**src/core/mpr_consts.svh**
```systemverilog
// Constants for the motion pause and resume control block
// Contract
// - Pause of moves decelerates, never stops abruptly
// - Pause halts motion only, sequence keeps running
// - Remaining travel kept and later resumed
// - Start input resumes in sequence, select zero
// - Linked or homing moves: soft stop, resume ignored
// - Paused until resume, clear, or new motion
// - Pause sets status flag and assigned output
// - Pause with no motion is ignored
// - Pause pin or remote input when assigned
// - Clear discards remaining travel without restart
// - Motion end withheld while paused
// - Clear in sequence ends motion, sequence proceeds
`ifndef MPR_CONSTS_SVH
`define MPR_CONSTS_SVH
// ----------------------------------------------------------
// Register byte offsets
// ----------------------------------------------------------
`define MPR_OFS_CTRL     12'h000
`define MPR_OFS_STATUS   12'h004
`define MPR_OFS_REMAIN   12'h008
`define MPR_OFS_INT_STAT 12'h00c
`define MPR_OFS_INT_CLR  12'h010
`define MPR_OFS_INT_EN   12'h014
// ----------------------------------------------------------
// Control fields
// ----------------------------------------------------------
`define MPR_CTRL_START_SEL 0
`define MPR_CTRL_PIN_ASG   1
`define MPR_CTRL_RMT_ASG   2
`define MPR_CTRL_OUT_ASG   3
`define MPR_CTRL_RATE_LSB  8
`define MPR_CTRL_RATE_MSB  15
`define MPR_CTRL_RESET     32'h0000_0000
// ----------------------------------------------------------
// Interrupt event bits
// ----------------------------------------------------------
`define MPR_EV_PAUSED  0
`define MPR_EV_RESUMED 1
`define MPR_EV_CLEARED 2
`define MPR_EV_IGNORED 3
`define MPR_EV_W       4
`endif

```
**src/core/mpr_pkg.sv**
```systemverilog
// Types shared by the motion pause and resume control block
package mpr_pkg;
  // Kind of motion that the motion engine is running
  typedef enum logic [2:0] {
    MPR_MOVE_INCREMENTAL = 3'h0,
    MPR_MOVE_ABSOLUTE    = 3'h1,
    MPR_MOVE_RESUME_MOTION_POS    = 3'h2,
    MPR_MOVE_RESUME_MOTION_NEG    = 3'h3,
    MPR_MOVE_LINKED      = 3'h4,
    MPR_MOVE_EHOME       = 3'h5,
    MPR_MOVE_MHOME       = 3'h6
  } mpr_kind_e;
  // Control states, one-hot
  typedef enum logic [3:0] {
    MPR_IDLE     = 4'h1,
    MPR_MOVING   = 4'h2,
    MPR_STOPPING = 4'h4,
    MPR_PAUSED   = 4'h8
  } mpr_state_e;
  // Motion command seen on its way to the motion engine
  typedef struct packed {
    logic        valid;
    mpr_kind_e   kind;
    logic [31:0] travel;
  } mpr_cmd_s;
  // Restart order sent back to the motion engine
  typedef struct packed {
    logic        valid;
    mpr_kind_e   kind;
    logic [31:0] travel;
  } mpr_launch_s;
endpackage : mpr_pkg

```
**src/core/mpr_pause_ctrl.sv**
```systemverilog
// Pause, resume and clear control for a single-axis motion controller
//
// Our own choices: the APB slave port and the placing of the registers.
`timescale 1ns/1ns
`include "mpr_consts.svh"
module mpr_pause_ctrl (
  input  wire logic                ref_clk,
  input  wire logic                resetn,
  // APB slave
  input  wire logic                psel,
  input  wire logic                penable,
  input  wire logic                pwrite,
  input  wire logic [11:0]         paddr,
  input  wire logic [31:0]         pwdata,
  output logic                     pready,
  output logic                     pslverr,
  output logic [31:0]              prdata,
  // Motion engine side
  input  wire mpr_pkg::mpr_cmd_s   motion_cmd,
  input  wire logic                motor_moving,
  input  wire logic                motion_done,
  input  wire logic [31:0]         engine_remain,
  output mpr_pkg::mpr_launch_s     launch,
  output logic                     soft_stop_cmd,
  output logic [7:0]               stop_rate,
  output logic                     motion_end,
  // Pause, resume, clear and start sources
  input  wire logic                pause_cmd,
  input  wire logic                pause_pin,
  input  wire logic                pause_remote,
  input  wire logic                resume_motion,
  input  wire logic                resume_pin,
  input  wire logic                clear_paused_motion,
  input  wire logic                clear_pause_input,
  input  wire logic                start_in,
  input  wire logic                seq_running,
  // Status
  output logic                     pause_status_flag,
  output logic                     pause_status_signal,
  output logic                     irq
);
  // ----------------------------------------------------------
  // Declarations
  // ----------------------------------------------------------
  mpr_pkg::mpr_state_e  state_q;        // Control state
  mpr_pkg::mpr_kind_e   kind_q;         // Kind of current motion
  logic [31:0]          remain_q;       // Stored remaining travel
  logic [31:0]          ctrl_q;         // Control register
  logic [`MPR_EV_W-1:0] int_stat_q;     // Sticky events
  logic [`MPR_EV_W-1:0] int_en_q;       // Event enables
  logic [`MPR_EV_W-1:0] ev;             // Events this cycle
  logic [`MPR_EV_W-1:0] int_clr;        // Clear strobe from bus
  logic                 pin_q;          // Previous pause pin
  logic                 rmt_q;          // Previous remote pause
  logic                 res_pin_q;      // Previous resume pin
  logic                 clr_pin_q;      // Previous clear pin
  logic                 start_q;        // Previous start input
  logic                 pause_req;      // Any pause request
  logic                 resume_req;     // Any resume request
  logic                 clear_req;      // Any clear request
  logic                 resumable;      // Current kind may resume
  logic                 wr_en;          // Bus write takes effect
  logic                 setup;          // Bus setup cycle

  // ----------------------------------------------------------
  // Request decoding
  // ----------------------------------------------------------
  // Pin, remote and start inputs are levels, so a request is their rising edge; commands count while high
  always_ff @(posedge ref_clk or negedge resetn) begin
    if (!resetn) begin
      pin_q     <= 1'b0;
      rmt_q     <= 1'b0;
      res_pin_q <= 1'b0;
      clr_pin_q <= 1'b0;
      start_q   <= 1'b0;
    end else begin
      pin_q     <= pause_pin;
      rmt_q     <= pause_remote;
      res_pin_q <= resume_pin;
      clr_pin_q <= clear_pause_input;
      start_q   <= start_in;
    end
  end

  // Unassigned pins are ignored altogether
  assign pause_req = pause_cmd
    | (pause_pin & ~pin_q & ctrl_q[`MPR_CTRL_PIN_ASG])
    | (pause_remote & ~rmt_q & ctrl_q[`MPR_CTRL_RMT_ASG]);

  // Start resumes only inside a running sequence, select zero
  assign resume_req = resume_motion | (resume_pin & ~res_pin_q)
    | (start_in & ~start_q & seq_running
       & (ctrl_q[`MPR_CTRL_START_SEL] == 1'b0));

  assign clear_req = clear_paused_motion
    | (clear_pause_input & ~clr_pin_q);

  // Only plain moves can be resumed
  assign resumable = (kind_q == mpr_pkg::MPR_MOVE_INCREMENTAL)
    | (kind_q == mpr_pkg::MPR_MOVE_ABSOLUTE)
    | (kind_q == mpr_pkg::MPR_MOVE_RESUME_MOTION_POS)
    | (kind_q == mpr_pkg::MPR_MOVE_RESUME_MOTION_NEG);

  // ----------------------------------------------------------
  // Control state machine
  // ----------------------------------------------------------
  // The sequencer is never touched here, so a pause leaves it
  // running; only the axis is stopped
  always_ff @(posedge ref_clk or negedge resetn) begin
    if (!resetn) begin
      state_q           <= mpr_pkg::MPR_IDLE;
      kind_q            <= mpr_pkg::MPR_MOVE_INCREMENTAL;
      remain_q          <= 32'h0000_0000;
      pause_status_flag <= 1'b0;
      soft_stop_cmd     <= 1'b0;
      motion_end        <= 1'b0;
      launch            <= '0;
      ev                <= '0;
    end else begin
      soft_stop_cmd <= 1'b0;
      motion_end    <= 1'b0;
      launch.valid  <= 1'b0;
      ev            <= '0;
      case (state_q)
        mpr_pkg::MPR_IDLE: begin
          // Nothing moves, so a pause request is dropped
          if (pause_req) begin
            ev[`MPR_EV_IGNORED] <= 1'b1;
          end
          if (motion_cmd.valid) begin
            state_q <= mpr_pkg::MPR_MOVING;
            kind_q  <= motion_cmd.kind;
          end
        end
        mpr_pkg::MPR_MOVING: begin
          if (motion_done) begin
            state_q    <= mpr_pkg::MPR_IDLE;
            motion_end <= 1'b1;
          end else if (pause_req) begin
            // Controlled deceleration at soft-stop rate
            state_q       <= mpr_pkg::MPR_STOPPING;
            soft_stop_cmd <= 1'b1;
          end else if (motion_cmd.valid) begin
            kind_q <= motion_cmd.kind;
          end
        end
        mpr_pkg::MPR_STOPPING: begin
          // Wait for zero velocity before settling
          if (!motor_moving) begin
            if (resumable) begin
              state_q           <= mpr_pkg::MPR_PAUSED;
              remain_q          <= engine_remain;
              pause_status_flag <= 1'b1;
              ev[`MPR_EV_PAUSED] <= 1'b1;
            end else begin
              // Linked and homing motions simply end
              state_q    <= mpr_pkg::MPR_IDLE;
              motion_end <= 1'b1;
            end
          end
        end
        mpr_pkg::MPR_PAUSED: begin
          // No motion end leaves this state by itself
          if (pause_req) begin
            ev[`MPR_EV_IGNORED] <= 1'b1;
          end
          if (motion_cmd.valid) begin
            // A new motion replaces the paused one
            state_q           <= mpr_pkg::MPR_MOVING;
            kind_q            <= motion_cmd.kind;
            remain_q          <= 32'h0000_0000;
            pause_status_flag <= 1'b0;
            ev[`MPR_EV_CLEARED] <= 1'b1;
          end else if (clear_req) begin
            // Drop the rest, end the motion
            state_q           <= mpr_pkg::MPR_IDLE;
            remain_q          <= 32'h0000_0000;
            pause_status_flag <= 1'b0;
            motion_end        <= 1'b1;
            ev[`MPR_EV_CLEARED] <= 1'b1;
          end else if (resume_req) begin
            // Relaunch the stored remainder
            state_q           <= mpr_pkg::MPR_MOVING;
            launch.valid      <= 1'b1;
            launch.kind       <= kind_q;
            launch.travel     <= remain_q;
            pause_status_flag <= 1'b0;
            ev[`MPR_EV_RESUMED] <= 1'b1;
          end
        end
        default: begin
          state_q <= mpr_pkg::MPR_IDLE;
        end
      endcase
    end
  end

  // ----------------------------------------------------------
  // Status outputs
  // ----------------------------------------------------------
  // Assigned output follows the flag; rate is a copy of config
  always_ff @(posedge ref_clk or negedge resetn) begin
    if (!resetn) begin
      pause_status_signal <= 1'b0;
      stop_rate           <= 8'h00;
    end else begin
      pause_status_signal <= (state_q == mpr_pkg::MPR_PAUSED)
                             & ctrl_q[`MPR_CTRL_OUT_ASG];
      stop_rate <= ctrl_q[`MPR_CTRL_RATE_MSB:`MPR_CTRL_RATE_LSB];
    end
  end

  // ----------------------------------------------------------
  // APB slave
  // ----------------------------------------------------------
  // One wait-free access: pready rises in the first access cycle
  assign setup = psel & ~penable;
  assign wr_en = psel & penable & pready & pwrite;

  // Handshake and read data, prepared during setup
  always_ff @(posedge ref_clk or negedge resetn) begin
    if (!resetn) begin
      pready  <= 1'b0;
      pslverr <= 1'b0;
      prdata  <= 32'h0000_0000;
    end else begin
      pready  <= setup;
      pslverr <= 1'b0;
      prdata  <= 32'h0000_0000;
      if (setup) begin
        case (paddr)
          `MPR_OFS_CTRL:     prdata <= ctrl_q;
          `MPR_OFS_STATUS:   prdata <= {24'h00_0000, 1'b0, kind_q, state_q};
          `MPR_OFS_REMAIN:   prdata <= remain_q;
          `MPR_OFS_INT_STAT: prdata <= {28'h000_0000, int_stat_q};
          `MPR_OFS_INT_CLR:  prdata <= 32'h0000_0000;
          `MPR_OFS_INT_EN:   prdata <= {28'h000_0000, int_en_q};
          default:           pslverr <= 1'b1;
        endcase
      end
    end
  end

  // Writable registers
  always_ff @(posedge ref_clk or negedge resetn) begin
    if (!resetn) begin
      ctrl_q   <= `MPR_CTRL_RESET;
      int_en_q <= '0;
    end else if (wr_en) begin
      if (paddr == `MPR_OFS_CTRL) begin
        ctrl_q <= pwdata;
      end
      if (paddr == `MPR_OFS_INT_EN) begin
        int_en_q <= pwdata[`MPR_EV_W-1:0];
      end
    end
  end

  // ----------------------------------------------------------
  // Interrupts
  // ----------------------------------------------------------
  assign int_clr = (wr_en && paddr == `MPR_OFS_INT_CLR)
                   ? pwdata[`MPR_EV_W-1:0] : '0;

  // A new event wins over a clear in the same cycle
  always_ff @(posedge ref_clk or negedge resetn) begin
    if (!resetn) begin
      int_stat_q <= '0;
      irq        <= 1'b0;
    end else begin
      int_stat_q <= (int_stat_q & ~int_clr) | ev;
      irq        <= |(((int_stat_q & ~int_clr) | ev) & int_en_q);
    end
  end
endmodule : mpr_pause_ctrl

```
**config.mk**
```make
export PLATFORM = sky130hd
export DESIGN_NAME = mpr_pause_ctrl
export DESIGN_NICKNAME = d
export VERILOG_FILES = /design/src/core/mpr_pkg.sv /design/src/core/mpr_pause_ctrl.sv
export VERILOG_INCLUDE_DIRS = /design/src /design/src/core
export SDC_FILE = /design/constraint.sdc
export NUM_CORES = 1
export LEC_CHECK = 0
export ABC_CLOCK_PERIOD_IN_PS = 4400
export BUFFER_PORTS_ARGS = -buffer_cell sky130_fd_sc_hd__buf_2
export CELL_PAD_IN_SITES_DETAIL_PLACEMENT = 1
export CELL_PAD_IN_SITES_GLOBAL_PLACEMENT = 2
export CORE_ASPECT_RATIO = 0.7
export CORE_MARGIN = 5
export CORE_UTILIZATION = 35
export DETAILED_ROUTE_END_ITERATION = 10
export HOLD_SLACK_MARGIN = 0.06
export PLACE_DENSITY = 0.93
export SLEW_MARGIN = 20
export SYNTH_ARGS = -nofsm -noshare
export SYNTH_HDL_FRONTEND = slang
export SYNTH_SLANG_ARGS = --single-unit
```
**constraint.sdc**
```tcl
create_clock -name ref_clk -period 4.4 [get_ports ref_clk]
set_clock_uncertainty 0.05 [all_clocks]
set_input_delay 0.22 -clock ref_clk [delete_from_list [all_inputs] [get_ports ref_clk]]
set_output_delay 0.22 -clock ref_clk [all_outputs]
set_load 0.01 [all_outputs]
```
==> impl_metrics.tcl <==
set metrics [dict create \
    critPathLaunchType "register" \
    grt_pass1_vias 5921 \
    viasPerCell 5.170 \
    regToRegEndpoint "launch[25]" \
    hold_depth 2 \
    avgRoutedWirePerCell_um 21.73 \
    cts.clk_slew.worst_paths_ps 70 \
    reg2reg_depth 5 \
    grt_antenna_before_repair 0 \
    maxSlewViolCount 0 \
    drt_iter0_drc 288 \
    numCtsBuffers 17 \
    whs_ps 91.12 \
    finalSetupViolations 0 \
    hold_start "psel" \
    cp_cell_sequence "or4b_4 > nor4_4 > nand2b_2 > buf_4 > mux2_4" \
    max-vdd-ir-drop_v 0.0002161 \
    synth_top_area_cell "dfrtp_1" \
    synth_top_area_frac 0.6159 \
    num_rows 42 \
    syn_area_um2 6867 \
    cts_tree "done" \
    pwr_density_cell_nw_per_um2 391.8 \
    timing.rr.start "state_q[1]" \
    fmax_mhz 323.7 \
    grt_max_degree 97 \
    grt_pass1_wl_um 34230 \
    grt_overflow_total 0 \
    h-tree-depth 4 \
    clk_latency_ps 420 \
    critPathSlowestCell "or4b_4" \
    place_ws_ps 1248 \
    reg2reg_slack_ps 1310 \
    synth.net_count 620 \
    cp_data_required_time_ps 4660 \
    root_buffer "clkbuf_16" \
    postLayoutCoreUtil 0.4890 \
    synth-edff-count 0 \
    hold_path_class "in -> reg" \
    cap_violations 0 \
    via_count 5242 \
    postRouteAntennaNets 0 \
    layout.nets 864 \
    rsz0062_at_grt "false" \
    crit_type "reg -> reg" \
    place_area_um2 8008 \
    fin_ws_ps 1311 \
    critical_path.max_stage_delay_ps 660 \
    worstPathMaxFanout 26 \
    syn_to_final_growth_pct 35.86 \
    layout.cells.most_common "buf_2" \
    firstDrtPassIters 4 \
    ys_types 52 \
    clockBufferDepth 2 \
    place_congestion 0.8468 \
    tns_ps 0 \
    worstPathArrival_ps 3340 \
    mostFrequentLayoutCells "buf_2, dfrtp_1, dlygate4sd3_1, mux2_1, a22o_1" \
    postSynthCellCount 492 \
    run_status "finished clean" \
    timing_hold_violations_final 0 \
    synth_area_leaders "dfrtp_1, mux2_1, mux2_4" \
    ys_seq_area_frac 0.6197 \
    dp_hpwl_um 14320 \
    postLayoutCellArea_um2 9329 \
    die_y_um 127.2 \
    io_pins 211 \
    hold-path-endpoint "pready" \
    fin_crit_sh 0.7020 \
    critPathCaptureType "register" \
    finalWorstPathRequiredPeriod_ps 3089 \
    fp.dieW_um 177.4 \
    clkSinkCount 170 \
    ys_ff_latch 170 \
    core_um2 19080 \
    slew_headroom 0.3036 \
    syn_area_per_cell_um2 13.96 \
    die-area_um2 22560 \
    worst_pin_slew_ps 1045 \
    drcViolationCount 0 \
    routed_wl_um 22030 \
    gr-usage-all-layers 0.1973 \
    leakagePower_nw 4.833 \
    async_flop_share 1.000 \
    yosysWarnings 0 \
    port_buffers 178 \
    start_util 0.3600 \
    synthFlopType "dfrtp_1" \
    drive_above_1_share 0.3498 \
]
## repair_timing
action                                 CTS  global route
endpoints found under the hold margin  150             0
hold buffers                            74             0
setup buffers                            0             0
resized for setup                        0             0
## per-stage QoR
step	std cells	power (mW)
floorplan	492	1.969
global placement	907	2.131
detailed placement	907	2.158
CTS	1013	3.695
global route	1013	3.822
finish	1014	3.655
## Yosys cell counts, types with 5 or more instances
cell type	instances
nor3_1	6
nand2b_1	5
mux2_1	46
buf_2	13
mux2_4	29
clkbuf_1	13
a22o_1	35
nand3b_1	6
inv_1	9
nor2b_1	6
a21o_1	10
dfrtp_1	169
a32oi_1	25
buf_4	5
nand3_1	13
a21oi_1	8
o21ai_0	8
nor2_1	33
## worst max-delay path, delay by kind of cell (launching register included)
kind	cells	cell delay [ps]
mux	1	330
simple gates	3	1620
buf+inv	1	480
flops	1	490
## state kept, by name, indices dropped and copies added, names as in the netlist, 3 cells and up
name and count:
int_en_q 4, ev 4, kind_q 3, state_q 4
int_stat_q 4, remain_q 32, stop_rate 8, prdata 32
launch 35, ctrl_q 32
## power breakdown
group | total (mW) | leakage (nW) | internal [mW] | switching (mW)
Combinational | 0.356 | 2.25 | 0.202 | 0.154
Sequential | 1.82 | 2.30 | 1.68 | 0.141
Clock | 1.47 | 0.277 | 0.811 | 0.663
## layout make-up
type	instances	area [µm²]
fillers	2013	9747
flip-flops and latches	170	4255
multi-input cells	277	2419
repair buffers	259	1703
clock buffers	19	442.9
well taps	264	330.3
clock inverters	13	135.1
inverters	11	41.29
diodes	1	2.502
## worst max-delay path by stage
stage,from,to,slack (ps),cells after the start
2_1_floorplan,state_q[1],launch[10],2250,7
3_3_place_gp,paddr[9],ctrl_q[19],1350,6
3_5_place_dp,paddr[9],ctrl_q[26],1250,6
4_1_cts,state_q[1],launch[30],1280,5
5_1_grt,state_q[1],launch[25],1160,5
6_report,state_q[1],launch[25],1310,5
## per-layer routing
metal  routed length, µm  vias up  global-route usage  share of wire
met5                   0        -                   0              0
met4                 225        0             0.04773          0.010
met3                1241       20             0.04843          0.056
met2               10820      177              0.3312           0.49
met1                9745     2748              0.2593           0.44
li1                    -     2297                   -              -
## cells by family after synthesis
kind of cell	count (synthesis)	synth area share
buffers and inverters	45	0.03298
DFF	170	0.6197
and+or+nand+nor	94	0.08273
muxes	78	0.1432
xor gates and xnor gates	1	0.001276
AOI/OAI and AO/OA	104	0.1201
Note: power is estimated with default switching activity, not from simulation.
